[src/rtl/fsr_map.vh]
`ifndef FSR_MAP_VH
`define FSR_MAP_VH

// software register offsets (byte addresses)
`define FSR_REG_CTRL      8'h00
`define FSR_REG_ADDR      8'h04
`define FSR_REG_WDATA     8'h08
`define FSR_REG_STATUS    8'h0c
`define FSR_REG_RDATA     8'h10
`define FSR_REG_RSTCMD    8'h14
`define FSR_REG_LAST      8'h18

// control register, write-one pulses
`define FSR_CTRL_WRITE    0
`define FSR_CTRL_POLL     1
`define FSR_CTRL_ADD      2
`define FSR_CTRL_READ     3

// status register fields
`define FSR_ST_BUSY       0
`define FSR_ST_DONE       1
`define FSR_ST_FAIL       2
`define FSR_ST_REJECT     3
`define FSR_ST_ERASING    4
`define FSR_ST_SUSPEND    5
`define FSR_ST_GAP_OK     6
`define FSR_ST_READY      7

// flash status bit positions
`define FSR_BIT_POLL      7
`define FSR_BIT_TGL1      6
`define FSR_BIT_TLIM      5
`define FSR_BIT_ETMR      3
`define FSR_BIT_TGL2      2

// reset values
`define FSR_RSTCMD_RST    8'hf0

// timing
`define FSR_CLK_NS        100
`define FSR_GAP_NS        50000
`define FSR_GAP_CYC       ((`FSR_GAP_NS) / (`FSR_CLK_NS))

`endif

[src/rtl/fsr_bus_cycle.v]
`timescale 1ns/1ns
`default_nettype none

// one asynchronous flash bus cycle: strobe low for a fixed count, then a recovery cycle
module fsr_bus_cycle #(
  parameter AW      = 21,
  parameter DW      = 8,
  parameter STB_CYC = 2
) (
  input  wire          clk_sys,
  input  wire          rst,
  input  wire          start,
  input  wire          is_write,
  input  wire [AW-1:0] addr,
  input  wire [DW-1:0] wdata,
  output reg           done,
  output reg  [DW-1:0] rdata_r,
  output reg  [AW-1:0] flash_addr,
  output reg           flash_ce_n,
  output reg           flash_oe_n,
  output reg           flash_we_n,
  output reg  [DW-1:0] flash_dq_o,
  output reg           flash_dq_oe,
  input  wire [DW-1:0] flash_dq_i
);
  localparam S_IDLE = 2'd0;
  localparam S_STB  = 2'd1;
  localparam S_REC  = 2'd2;

  reg [1:0]  state_r;
  reg [7:0]  cnt_r;
  reg        wr_r;

  always @(posedge clk_sys or posedge rst) begin
    if (rst) begin
      state_r     <= S_IDLE;
      cnt_r       <= 8'h00;
      wr_r        <= 1'b0;
      done        <= 1'b0;
      rdata_r     <= {DW{1'b0}};
      flash_addr  <= {AW{1'b0}};
      flash_ce_n  <= 1'b1;
      flash_oe_n  <= 1'b1;
      flash_we_n  <= 1'b1;
      flash_dq_o  <= {DW{1'b0}};
      flash_dq_oe <= 1'b0;
    end else begin
      done <= 1'b0;
      case (state_r)
        S_IDLE: begin
          if (start) begin
            wr_r        <= is_write;
            flash_addr  <= addr;
            flash_dq_o  <= wdata;
            flash_dq_oe <= is_write;
            flash_ce_n  <= 1'b0;
            flash_oe_n  <= is_write;
            flash_we_n  <= ~is_write;
            cnt_r       <= STB_CYC[7:0];
            state_r     <= S_STB;
          end
        end
        S_STB: begin
          if (cnt_r <= 8'h01) begin
            // the device latches data on the rising write strobe; data held one more cycle
            if (!wr_r) begin
              rdata_r <= flash_dq_i;
            end
            flash_ce_n <= 1'b1;
            flash_oe_n <= 1'b1;
            flash_we_n <= 1'b1;
            state_r    <= S_REC;
          end else begin
            cnt_r <= cnt_r - 8'h01;
          end
        end
        S_REC: begin
          flash_dq_oe <= 1'b0;
          done        <= 1'b1;
          state_r     <= S_IDLE;
        end
        default: state_r <= S_IDLE;
      endcase
    end
  end
endmodule

`default_nettype wire

[src/rtl/fsr_host.v]
// Implementation choices: the address-and-strobe port and the register addresses.
`timescale 1ns/1ns
`default_nettype none
`include "fsr_map.vh"

module fsr_host #(
  parameter AW      = 21,
  parameter DW      = 8,
  parameter STB_CYC = 2,
  parameter GAP_CYC = `FSR_GAP_CYC
) (
  input  wire          clk_sys,
  input  wire          rst,
  input  wire [7:0]    sw_addr,
  input  wire [31:0]   sw_wdata,
  input  wire          sw_wr,
  input  wire          sw_rd,
  output reg  [31:0]   sw_rdata,
  output wire [AW-1:0] flash_addr,
  output wire          flash_ce_n,
  output wire          flash_oe_n,
  output wire          flash_we_n,
  output wire [DW-1:0] flash_dq_o,
  output wire          flash_dq_oe,
  input  wire [DW-1:0] flash_dq_i,
  input  wire          ready_busy_n
);
  localparam S_IDLE  = 4'd0;
  localparam S_WR    = 4'd1;
  localparam S_RD1   = 4'd2;
  localparam S_RD2   = 4'd3;
  localparam S_RD3   = 4'd4;
  localparam S_RD4   = 4'd5;
  localparam S_RSTW  = 4'd6;
  localparam S_PRE   = 4'd7;
  localparam S_ADDW  = 4'd8;
  localparam S_POST  = 4'd9;
  localparam S_ARR   = 4'd10;
  localparam S_WAIT  = 4'd11;

  reg [3:0]    state_r;
  reg [AW-1:0] addr_r;
  reg [DW-1:0] wdata_r;
  reg [DW-1:0] rstcmd_r;
  reg [DW-1:0] rdata_r;
  reg [DW-1:0] first_r;
  reg [DW-1:0] last_r;
  reg          busy_r;
  reg          done_r;
  reg          fail_r;
  reg          reject_r;
  reg          erasing_r;
  reg          suspend_r;
  reg [15:0]   gap_cnt_r;
  reg          cyc_start_r;
  reg          cyc_write_r;
  reg [AW-1:0] cyc_addr_r;
  reg [DW-1:0] cyc_wdata_r;

  wire          cyc_done;
  wire [DW-1:0] cyc_rdata;
  wire          gap_ok;

  fsr_bus_cycle #(
    .AW      (AW),
    .DW      (DW),
    .STB_CYC (STB_CYC)
  ) u_cyc (
    .clk_sys     (clk_sys),
    .rst         (rst),
    .start       (cyc_start_r),
    .is_write    (cyc_write_r),
    .addr        (cyc_addr_r),
    .wdata       (cyc_wdata_r),
    .done        (cyc_done),
    .rdata_r     (cyc_rdata),
    .flash_addr  (flash_addr),
    .flash_ce_n  (flash_ce_n),
    .flash_oe_n  (flash_oe_n),
    .flash_we_n  (flash_we_n),
    .flash_dq_o  (flash_dq_o),
    .flash_dq_oe (flash_dq_oe),
    .flash_dq_i  (flash_dq_i)
  );

  // a bit toggles when it differs between two consecutive status reads
  function toggled;
    input [DW-1:0] a;
    input [DW-1:0] b;
    input integer  pos;
    begin
      toggled = a[pos] ^ b[pos];
    end
  endfunction

  // software may skip the erase-timer check only inside this window
  assign gap_ok = (gap_cnt_r < GAP_CYC[15:0]);

  always @(posedge clk_sys or posedge rst) begin
    if (rst) begin
      state_r     <= S_IDLE;
      addr_r      <= {AW{1'b0}};
      wdata_r     <= {DW{1'b0}};
      rstcmd_r    <= `FSR_RSTCMD_RST;
      rdata_r     <= {DW{1'b0}};
      first_r     <= {DW{1'b0}};
      last_r      <= {DW{1'b0}};
      busy_r      <= 1'b0;
      done_r      <= 1'b0;
      fail_r      <= 1'b0;
      reject_r    <= 1'b0;
      erasing_r   <= 1'b0;
      suspend_r   <= 1'b0;
      gap_cnt_r   <= 16'hffff;
      cyc_start_r <= 1'b0;
      cyc_write_r <= 1'b0;
      cyc_addr_r  <= {AW{1'b0}};
      cyc_wdata_r <= {DW{1'b0}};
    end else begin
      cyc_start_r <= 1'b0;
      if (gap_cnt_r != 16'hffff) begin
        gap_cnt_r <= gap_cnt_r + 16'h0001;
      end
      if (sw_wr && state_r == S_IDLE) begin
        case (sw_addr)
          `FSR_REG_ADDR:   addr_r   <= sw_wdata[AW-1:0];
          `FSR_REG_WDATA:  wdata_r  <= sw_wdata[DW-1:0];
          `FSR_REG_RSTCMD: rstcmd_r <= sw_wdata[DW-1:0];
          default: ;
        endcase
      end
      case (state_r)
        S_IDLE: begin
          if (sw_wr && sw_addr == `FSR_REG_CTRL) begin
            // done, fail and reject of the previous operation are cleared as the next one starts
            busy_r   <= 1'b1;
            done_r   <= 1'b0;
            fail_r   <= 1'b0;
            reject_r <= 1'b0;
            // status reads always use the software address: programmed or erasing sector
            cyc_addr_r  <= addr_r;
            cyc_wdata_r <= wdata_r;
            cyc_start_r <= 1'b1;
            if (sw_wdata[`FSR_CTRL_WRITE]) begin
              cyc_write_r <= 1'b1;
              state_r     <= S_WR;
            end else if (sw_wdata[`FSR_CTRL_POLL]) begin
              cyc_write_r <= 1'b0;
              state_r     <= S_RD1;
            end else if (sw_wdata[`FSR_CTRL_ADD]) begin
              cyc_write_r <= 1'b0;
              state_r     <= S_PRE;
            end else if (sw_wdata[`FSR_CTRL_READ]) begin
              cyc_write_r <= 1'b0;
              state_r     <= S_ARR;
            end else begin
              cyc_start_r <= 1'b0;
              busy_r      <= 1'b0;
            end
          end
        end
        S_WR: begin
          if (cyc_done) begin
            busy_r  <= 1'b0;
            done_r  <= 1'b1;
            state_r <= S_IDLE;
          end
        end
        S_ARR: begin
          if (cyc_done) begin
            rdata_r <= cyc_rdata;
            busy_r  <= 1'b0;
            done_r  <= 1'b1;
            state_r <= S_IDLE;
          end
        end
        S_RD1, S_RD3: begin
          if (cyc_done) begin
            first_r     <= cyc_rdata;
            cyc_start_r <= 1'b1;
            state_r     <= (state_r == S_RD1) ? S_RD2 : S_RD4;
          end
        end
        S_RD2: begin
          if (cyc_done) begin
            last_r  <= cyc_rdata;
            rdata_r <= cyc_rdata;
            if (!toggled(first_r, cyc_rdata, `FSR_BIT_TGL1)) begin
              // toggle one still: operation over, or erase suspended
              // a status-then-array pair can mimic suspend, so both reads need polling 1
              suspend_r <= toggled(first_r, cyc_rdata, `FSR_BIT_TGL2) &
                           first_r[`FSR_BIT_POLL] & cyc_rdata[`FSR_BIT_POLL];
              erasing_r <= 1'b0;
              busy_r    <= 1'b0;
              done_r    <= 1'b1;
              state_r   <= S_IDLE;
            end else begin
              suspend_r <= 1'b0;
              // erasing when erase-timer set and polling bit low
              erasing_r <= cyc_rdata[`FSR_BIT_ETMR] &
                           ~cyc_rdata[`FSR_BIT_POLL];
              cyc_start_r <= 1'b1;
              // limit flag seen: recheck, the toggling may stop just as it rises
              state_r <= cyc_rdata[`FSR_BIT_TLIM] ? S_RD3 : S_RD1;
            end
          end
        end
        S_RD4: begin
          if (cyc_done) begin
            last_r  <= cyc_rdata;
            rdata_r <= cyc_rdata;
            if (toggled(first_r, cyc_rdata, `FSR_BIT_TGL1)) begin
              // still toggling with limit flag high: failed, the device waits for reset
              fail_r      <= 1'b1;
              cyc_write_r <= 1'b1;
              cyc_wdata_r <= rstcmd_r;
              cyc_start_r <= 1'b1;
              state_r     <= S_RSTW;
            end else begin
              erasing_r <= 1'b0;
              busy_r    <= 1'b0;
              done_r    <= 1'b1;
              state_r   <= S_IDLE;
            end
          end
        end
        S_RSTW: begin
          if (cyc_done) begin
            erasing_r <= 1'b0;
            busy_r    <= 1'b0;
            done_r    <= 1'b1;
            state_r   <= S_IDLE;
          end
        end
        S_PRE: begin
          if (cyc_done) begin
            first_r <= cyc_rdata;
            if (cyc_rdata[`FSR_BIT_ETMR]) begin
              // window already closed: the device would ignore another sector
              reject_r  <= 1'b1;
              erasing_r <= 1'b1;
              busy_r    <= 1'b0;
              done_r    <= 1'b1;
              state_r   <= S_IDLE;
            end else begin
              cyc_write_r <= 1'b1;
              cyc_start_r <= 1'b1;
              state_r     <= S_ADDW;
            end
          end
        end
        S_ADDW: begin
          if (cyc_done) begin
            // each added sector restarts the device's window and our gap count
            gap_cnt_r   <= 16'h0000;
            cyc_write_r <= 1'b0;
            cyc_start_r <= 1'b1;
            state_r     <= S_POST;
          end
        end
        S_POST: begin
          if (cyc_done) begin
            last_r    <= cyc_rdata;
            rdata_r   <= cyc_rdata;
            // high on the second check: the last sector may not have been taken
            reject_r  <= cyc_rdata[`FSR_BIT_ETMR];
            erasing_r <= cyc_rdata[`FSR_BIT_ETMR];
            busy_r    <= 1'b0;
            done_r    <= 1'b1;
            state_r   <= S_IDLE;
          end
        end
        default: state_r <= S_IDLE;
      endcase
    end
  end

  always @(posedge clk_sys or posedge rst) begin
    if (rst) begin
      sw_rdata <= 32'h0000_0000;
    end else if (sw_rd) begin
      case (sw_addr)
        `FSR_REG_ADDR:   sw_rdata <= {{(32-AW){1'b0}}, addr_r};
        `FSR_REG_WDATA:  sw_rdata <= {{(32-DW){1'b0}}, wdata_r};
        `FSR_REG_STATUS: sw_rdata <= {24'h000000, ready_busy_n, gap_ok, suspend_r,
                                      erasing_r, reject_r, fail_r, done_r, busy_r};
        `FSR_REG_RDATA:  sw_rdata <= {{(32-DW){1'b0}}, rdata_r};
        `FSR_REG_RSTCMD: sw_rdata <= {{(32-DW){1'b0}}, rstcmd_r};
        `FSR_REG_LAST:   sw_rdata <= {{(32-DW){1'b0}}, first_r};
        default:         sw_rdata <= 32'h0000_0000;
      endcase
    end else begin
      sw_rdata <= 32'h0000_0000;
    end
  end
endmodule

`default_nettype wire

[config.mk]
export PLATFORM = sky130hd
export DESIGN_NAME = fsr_host
export DESIGN_NICKNAME = d
export VERILOG_FILES = /design/src/rtl/fsr_bus_cycle.v /design/src/rtl/fsr_host.v
export VERILOG_INCLUDE_DIRS = /design/src /design/src/rtl
export SDC_FILE = /design/constraint.sdc
export NUM_CORES = 1
export LEC_CHECK = 0
export ABC_AREA = 1
export BUFFER_PORTS_ARGS = -buffer_cell sky130_fd_sc_hd__buf_2
export CORE_UTILIZATION = 58
export CTS_CLUSTER_DIAMETER = 80
export DETAILED_ROUTE_END_ITERATION = 6
export PLACE_DENSITY = 0.8
export SETUP_SLACK_MARGIN = 0.4
export SYNTH_ARGS = -nofsm -noshare
export SYNTH_HDL_FRONTEND = slang
export SYNTH_HIERARCHICAL = 1
export SYNTH_SLANG_ARGS = --single-unit
[constraint.sdc]
create_clock -name clk_sys -period 6 [get_ports clk_sys]
set_clock_uncertainty 0.1 [all_clocks]
set_input_delay 1.8 -clock clk_sys [delete_from_list [all_inputs] [get_ports clk_sys]]
set_output_delay 1.8 -clock clk_sys [all_outputs]
set_load 0.005 [all_outputs]
# Word-level counts from Yosys, hierarchy flattened
# Cells that the tools add are included.
[totals] out_inout_bits=65 wordCells=199 input_bits=53 regBits=195
[op_classes] n_mux=83 n_addsub=2 eq_ne=38 bitwise=8 order_cmp=2 n_reduce_logical=37
[ops] cell="21-bit one-hot mux with 6 select lines" n=1
[ops] cell="16-bit 2-to-1 mux" n=3
[ops] cell="4-bit 2-to-1 mux" n=12
[ops] cell="1-bit 2-to-1 mux" n=40
[ops] cell="8-bit 2-to-1 mux" n=5
[ops] cell="32-bit 2-to-1 mux" n=1
[ops] cell="8-bit one-hot mux with 2 select lines" n=2
[ops] cell="4-bit one-hot mux with 7 select lines" n=1
[ops] cell="8-bit by 5-bit equality test with 1-bit output (second input constant)" n=3
[ops] cell="2-bit by 1-bit inequality test with 1-bit output (second input constant)" n=12
[ops] cell="8-bit AND reduction" n=3
[ops] cell="2-bit AND reduction" n=10
[ops] cell="16-bit by 1-bit adder with 16-bit output (second input constant)" n=1
[ops] cell="4-bit by 3-bit equality test with 1-bit output (second input constant)" n=4
[ops] cell="8-bit by 4-bit equality test with 1-bit output (second input constant)" n=2
[ops] cell="16-bit by 9-bit less-than comparator with 1-bit output (second input constant)" n=1
[ops] cell="16-bit inequality test (second input constant)" n=1
[ops] cell="1-bit one-hot mux with 4 select lines" n=4
[ops] cell="4-bit equality test (second input constant)" n=3
[ops] cell="3-bit 2-to-1 mux" n=4
[ops] cell="2-bit inequality test (second input constant)" n=6
[ops] cell="1-bit one-hot mux with 2 select lines" n=5
[ops] cell="3-bit AND reduction" n=3
[ops] cell="4-bit by 2-bit equality test with 1-bit output (second input constant)" n=2
[ops] cell="28 further kinds" n=41

# Longest topological paths before layout
# Gate-level depths: netlist (run 1).
[depth] depth_word=6 depth_mapped=11 depth_no_buf=11

# Cells and area by module
# Netlist (run 1), hierarchy kept.
[by_module_without_submodules] module="fsr_host" seq_area_each_um2=3303.2 instances=1 cells_each=769 area_per_inst_um2=6277.3
[by_module_without_submodules] module="fsr_bus_cycle" seq_area_each_um2=1330.0 instances=1 cells_each=264 area_per_inst_um2=2255.9

# Worst setup path after synthesis (run 1)
# Ideal clock, no wire load.
[synth_path] path_type="input -> register" start="input port sw_addr[7]" end="register cyc_wdata_r[0]" setup_slack_ns=3.066 path_stages=10 setup_time_ns=0.065 t_arrival_ns=2.769 path_buffers=1 path_cell_list="nor2_1 nand2_1 nor2_1 nor2_1 nor2_4 nand2_4 buf_6 inv_4 nand2_1 nand2_1"
[synth_between] elab_chain_len=4
[synth_lines] element="start, declared" line_no="fsr_host.v:14" source="input wire [7:0] sw_addr,"
[synth_lines] element="8-bit logical NOT (no source line)"
[synth_lines] element="1-bit logical AND (no source line)"
[synth_lines] element="2-bit by 1-bit inequality test with 1-bit output (no source line)"
[synth_lines] element="4-bit AND reduction (no source line)"
[synth_lines] element="end signal, assigned" line_no="fsr_host.v:118" source="cyc_wdata_r <= {DW{1'b0}};"
[synth_lines] element="end signal, assigned" line_no="fsr_host.v:142" source="cyc_wdata_r <= wdata_r;"
[synth_lines] element="end signal, assigned" line_no="fsr_host.v:216" source="cyc_wdata_r <= rstcmd_r;"
[synth_lines] element="end, declared" line_no="fsr_host.v:58" source="reg [DW-1:0] cyc_wdata_r;"
# Every way passes these cells.
# A chain may end at the register's enable or synchronous reset.

# Final worst setup path (run 1)
[layout_path] start="input port sw_addr[1]" end="register wdata_r[7]"
[layout_between] elab_chain_len=2
[layout_lines] element="8-bit by 4-bit equality test with 1-bit output" line_no="fsr_host.v:125" source="case (sw_addr)"
[layout_lines] element="2-bit AND reduction (no source line)"
[layout_lines] element="end signal, assigned" line_no="fsr_host.v:103" source="wdata_r <= {DW{1'b0}};"
[layout_lines] element="end signal, assigned" line_no="fsr_host.v:127" source="`FSR_REG_WDATA: wdata_r <= sw_wdata[DW-1:0];"
[layout_lines] element="end, declared" line_no="fsr_host.v:43" source="reg [DW-1:0] wdata_r;"
# Every way passes these cells.

==> results.md, run 1 <==
* Run status: completed
* Port Buf Inserts at 95
* Leak pwr at 5.28 nW
* Mapped Area at 8530 sq um
* Average size of a mapped cell at 8.26 sq um
* Worst hold path class: register to register
* Final TNS setup at 0 ns
* Synth-to-Final Area Change at 13.3%
* Clock latency on the worst-skew pair at 0.44 ns
* # diodes at 0
* Drt wl/cell at 14.5 um
* Peak VDD IR at 234 uV
* Number of synthesized flops with an enable pin at 0
* GRT Util Overall at 27.0%
* #FFs+latches synth at 184
* Maximum root-to-sink buffer count at 2
* Total wire length at 19.1 mm
* Vias at 7026
* Drt pass-1 iters at 6
* DRT antenna net count at 0
* Setup slack after layout at 2.74 ns
* Grt ovf at 0
* Total CTS buffers at 17
* Crit path arrival time at 3.47 ns
* RSZ-0062 raised after global routing: no
* Clock sink total at 184
* Vias per inst at 5.33
* Total of max-cap violations at 0
* R2R Setup Slk at 3.36 ns
* Slowest cell on the critical path: nor2_2
* # setup viols final at 0
* Final Max Slew Viols at 0
* Pre-CTS setup slack at 2.34 ns
* Critical Path RT at 6.22 ns
* Die Y-Extent at 123 um
* First-pass GRT wire length at 31.1 mm
* Most common cell after layout, fill and taps aside: nand2_1
* YS warnings at 6
* Fin nets at 1180
* Hold Fails Final Rpt at 0
* Seq/Total Area, Yosys at 54.3%
* Hpwl dp at 13.4 mm
* CTS Root Cell: clkbuf_16
* Fin crit period at 3.26 ns
* Classification of the worst setup path: input port to register
* Netlist cell types at 38
* Power Density at 353 nW/um^2
* Die Wd at 123 um
* Post-CTS setup buffer count at 0
* Vias in the first global route at 6460
* CTS tree: yes
* PostCTS Resize Cnt at 0
* I/O pin cnt at 118
* Die ar. at 15200 sq um
* # DRC at 0
* Crit path cell chain: buf_2, nor2_4, nand2_1, nor2_2, nand3_2, nand2_1, o21ai_1
* Post-synthesis async set-or-reset flop share at 100%
* Mapped Cells at 1033
* Max-slew headroom at 27.8%
* Fmax at 307 MHz
* Hold_buf cts at 0
* Commonest non-fill, non-tap cells in the layout: 394 x nand2_1, 161 x dfrtp_1, 95 x buf_2
* Worst setup SP type: input port
* Row count at 43
* Starting Density at 60.5%
* Slowest stage delay, CP at 0.55 ns
* Primary FF master, synth: dfrtp_1
* Setup crit end kind: register
* Antenna violations before repair at 0
* Largest net degree at the start of global routing at 63
* Drt first-iter violations at 403
* Final period util at 54.3%
* H-tree depth at 4
* Share of layout cells above drive strength 1 at 18.6%
* Clk slew on worst S/H paths at 0.07 ns
* Worst path most repeated cell: nand2_1
* Measured slew at the worst slew-check pin at 1.08 ns
* Core Area at 14100 sq um
* Placer Congestion at 0.890
* Maximum fanout along the worst path at 16
-- power breakdown --
| group | internal (mW) | leakage [nW] | switching [mW] | total (mW) |
|---|---|---|---|---|
| sequential | 1.40 | 2.38 | 0.109 | 1.51 |
| combinational | 0.251 | 2.61 | 0.530 | 0.780 |
| clock | 0.598 | 0.293 | 0.532 | 1.13 |
| total | 2.25 | 5.28 | 1.17 | 3.42 |
-- layout make-up --
cell class | instances | area (sq um)
Clock inverter | 15 | 176
Multi-Input combinational cell | 741 | 3400
Tap cell | 180 | 225
Fill cell | 1147 | 4430
Clock buffer | 17 | 425
Sequential cell | 184 | 4630
Inverter | 82 | 313
Timing Repair Buffer | 98 | 498
-- state kept, by name (all words and copies together), names as in the netlist, 2 cells and up --
signal and flops:
rstcmd_r 8, wdata_r 8, first_r 8, cyc_wdata_r 8
u_cyc/state_r 2, u_cyc/flash_dq_o 8, u_cyc/rdata_r 8, addr_r 21
state_r 4, gap_cnt_r 16, rdata_r 8, u_cyc/cnt_r 8
cyc_addr_r 21, u_cyc/flash_addr 21, sw_rdata 21
-- synth_stat cells (4+ instances only) --
cell | number | area share, %
xor2_1 | 9 | 0.92
buf_2 | 16 | 0.94
clkbuf_1 | 4 | 0.18
buf_6 | 4 | 0.53
o21ai_0 | 30 | 1.8
dfrtp_1 | 161 | 47
nand3_1 | 55 | 3.2
nor2_2 | 11 | 0.81
o21ai_1 | 41 | 2.4
inv_2 | 11 | 0.48
nand2_1 | 394 | 17
nor2_1 | 90 | 4.0
nor3_1 | 8 | 0.47
a21oi_1 | 29 | 1.7
nand4_1 | 14 | 1.0
nand2_4 | 7 | 0.92
nor2_4 | 12 | 1.6
inv_1 | 69 | 3.0
nand2_2 | 8 | 0.59
dfstp_2 | 23 | 7.1
buf_4 | 12 | 1.1
-- worst paths after layout --
kind / cells after the start / from / endpoint
setup reg to reg: 9 / state_r[1]$_DFFE_PP0P_ / cyc_addr_r[1]$_DFFE_PP0P_
min in group asynchronous: 2 / rst / first_r[4]$_DFFE_PP0P_
hold reg to reg: 2 / cyc_addr_r[2]$_DFFE_PP0P_ / u_cyc/flash_addr[2]$_DFFE_PP0P_
max in group asynchronous: 3 / rst / rstcmd_r[5]$_DFFE_PP1P_
setup / recovery: 7 / sw_addr[1] / wdata_r[7]$_DFFE_PP0P_
hold / removal: 2 / cyc_addr_r[2]$_DFFE_PP0P_ / u_cyc/flash_addr[2]$_DFFE_PP0P_
-- per-layer routing --
metal  track usage (%)  vias up  share of wire [%]
li1                  -     3424                  -
met1              36.0     3337                 44
met2              43.3      224                 48
met3              5.72       41                6.0
met4              10.5        0                2.4
met5                 0        -                  0
-- stage by stage --
stage          hold WS, ns  utilization, %  instance area [sq um]  power [mW]  std cells
3_3_place_gp         0.349            64.3                   9070        2.27       1285
5_1_grt              0.395            68.6                   9670        3.60       1317
6_report             0.373            68.6                   9670        3.42       1317
2_1_floorplan        0.342               -                   8570        2.13       1043
3_5_place_dp         0.356            64.3                   9070        2.30       1285
4_1_cts              0.375            68.6                   9670        3.43       1317
-- kinds of logic (layout without fill, tap and decap cells) --
group | after synthesis | after routing | share of synthesized area (%)
AOI/OAI and AO/OA | 111 | 111 | 6.96
xor gates and xnor gates | 11 | 11 | 1.13
adders and majority gates | 3 | 3 | 0.440
buffers and inverters | 118 | 212 | 6.33
DFF | 184 | 184 | 54.3
other | 1 | 11 | 0.0439
and+or+nand+nor | 605 | 605 | 30.8
-- worst max-delay path: cells and delay by family --
kind,cells,cell delay [ns]
and+or+nand+nor,5,1.48
buffers and inverters,1,0.11
AOI/OAI and AO/OA,1,0.08
No activity file was read; power rests on OpenSTA's default activity.
==> inputs of run 2 (changes only) <==
clock period = 3 ns   (was 6 ns; I/O delays follow)
==> results.md, run 2 (synthesized netlist as in run 1, its figures left out) <==
* Die Y-Extent at 123 um (unchanged)
* Grt ovf at 0 (unchanged)
* Peak VDD IR at 549 uV (+130%)
* Starting Density at 60.5% (unchanged)
* R2R Setup Slk at 0.97 ns (-2.39 ns)
* Post-CTS setup buffer count at 0 (unchanged)
* GRT Util Overall at 28.8% (+1.8 points)
* Total of max-cap violations at 0 (unchanged)
* Classification of the worst setup path: input port to register
* Worst path most repeated cell: nand2_1
* PostCTS Resize Cnt at 0 (unchanged)
* Most common cell after layout, fill and taps aside: nand2_1
* Measured slew at the worst slew-check pin at 0.676 ns (-0.405 ns)
* Critical Path RT at 3.23 ns (-2.99 ns)
* # setup viols final at 0 (unchanged)
* Final Max Slew Viols at 0 (unchanged)
* CTS Root Cell: clkbuf_16
* Worst hold path class: register to register
* Port Buf Inserts at 95 (unchanged)
* Area of the multi-input gates at 3400 sq um (unchanged)
* Finished Layout Cells at 1327 (+0.76%)
* Drt pass-1 iters at 6 (unchanged)
* Final period util at 74.2%
* Hpwl dp at 14.0 mm (+4.2%)
* Vias at 7103 (+1.1%)
* # diodes at 0 (unchanged)
* CTS tree: yes
* Crit path arrival time at 2.45 ns (-1.02 ns)
* Pre-CTS setup slack at 0.443 ns (-1.89 ns)
* H-tree depth at 4 (unchanged)
* Setup slack after layout at 0.775 ns (-1.97 ns)
* Crit path cell chain: buf_2, nor2_1, nand2_1, inv_2, nand2_1, inv_2, nand3_1, nand2_1, inv_1, a21oi_1
* First-pass GRT wire length at 33.1 mm (+6.6%)
* Commonest non-fill, non-tap cells in the layout: 394 x nand2_1, 161 x dfrtp_1, 95 x buf_2
* Share of layout cells above drive strength 1 at 19.4% (+0.71 points)
* Maximum fanout along the worst path at 10 (-6)
* Drt wl/cell at 15.1 um (+4.1%)
* Total CTS buffers at 17 (unchanged)
* Fin nets at 1190 (+0.85%)
* Clock latency on the worst-skew pair at 0.44 ns (about the same)
* Max Used Layer: met4
* Vias per inst at 5.35 (+0.33%)
* Drt first-iter violations at 568 (+41%)
* WL met1 at 8.62 mm (+2.4%)
* Slowest cell on the critical path: inv_2
* I/O pin cnt at 118 (unchanged)
* Worst setup SP type: input port
* Row count at 43 (unchanged)
* Setup crit end kind: register
* Final TNS setup at 0 ns (unchanged)
* DRT antenna net count at 0 (unchanged)
* Die ar. at 15200 sq um (unchanged)
* Die Wd at 123 um (unchanged)
* Max-slew headroom at 54.9% (+27 points)
* # DRC at 0 (unchanged)
* RSZ-0062 raised after global routing: no
* Placer Congestion at 0.924 (+3.9%)
* Metal3 WL at 1.21 mm (+5.1%)
* Hold Fails Final Rpt at 0 (unchanged)
* Antenna violations before repair at 0 (unchanged)
* Slowest stage delay, CP at 0.23 ns (-0.32 ns)
* DR WL met2 at 9.82 mm (+7.6%)
* Largest net degree at the start of global routing at 43 (-32%)
* Maximum root-to-sink buffer count at 2 (unchanged)
* Placed Cells incl. Taps at 1295 (+0.78%)
* Total wire length at 20.1 mm (+4.9%)
* Fmax at 450 MHz
* Fill count at 1092 (-4.8%)
* Reg area at 4630 sq um (unchanged)
* Clk slew on worst S/H paths at 0.07 ns (about the same)
* Synth-to-Final Area Change at 14.4%
* Fin crit period at 2.22 ns
* Core Area at 14100 sq um (unchanged)
* Leak pwr at 5.33 nW (+0.84%)
* Power Density at 707 nW/um^2 (+100%)
* Vias in the first global route at 6727 (+4.1%)
* Total power at 6.90 mW (+100%)
* Clock sink total at 184 (unchanged)
* Hold_buf cts at 0 (unchanged)
* Run status: completed
-- run 2: worst paths after layout --
kind | depth (start not counted) | startpoint | to
worst min register to register | 2 | u_cyc/flash_dq_oe$_DFFE_PP0P_ | u_cyc/flash_dq_oe$_DFFE_PP0P_
worst max register to register | 10 | state_r[1]$_DFFE_PP0P_ | cyc_addr_r[6]$_DFFE_PP0P_
worst max-delay path | 10 | sw_addr[7] | sw_rdata[6]$_DFF_PP0_
worst min-delay path | 2 | u_cyc/flash_dq_oe$_DFFE_PP0P_ | u_cyc/flash_dq_oe$_DFFE_PP0P_
min in group asynchronous | 2 | rst | cyc_addr_r[2]$_DFFE_PP0P_
max in group asynchronous | 3 | rst | rstcmd_r[7]$_DFFE_PP1P_
-- run 2: report_power, final --
part	internal [mW]	switching, mW
logic	0.510	1.06
clock network	1.26	1.05
registers	2.80	0.227
total	4.57	2.33
-- run 2: worst max-delay path, delay by kind of cell --
kind	cells	cell delay [ns]
simple gates	5	0.82
buf+inv	4	0.52
compound gates	1	0.21
-- run 2: routing by layer --
metal | vias up | track usage, %
met4 | 0 | 11.1
li1 | 3443 | -
met2 | 260 | 46.4
met3 | 35 | 6.04
met5 | - | 0
met1 | 3365 | 38.4
-- run 2: stage by stage --
step,hold slack (ns),util [%],area (sq um)
6_report,0.369,69.2,9760
5_1_grt,0.401,69.2,9760
4_1_cts,0.371,69.2,9760
3_5_place_dp,0.354,64.9,9160
3_3_place_gp,0.350,64.9,9160
2_1_floorplan,0.342,-,8570
-- run 2: cell type report --
| type | count | share of cell area, % |
|---|---|---|
| Multi-Input combinational cell | 741 | 34.8 |
| Sequential cell | 184 | 47.5 |
| Clock inverter | 15 | 1.82 |
| Timing Repair Buffer | 108 | 6.00 |
| Inverter | 82 | 3.22 |
| Tap cell | 180 | 2.31 |
| Clock buffer | 17 | 4.36 |
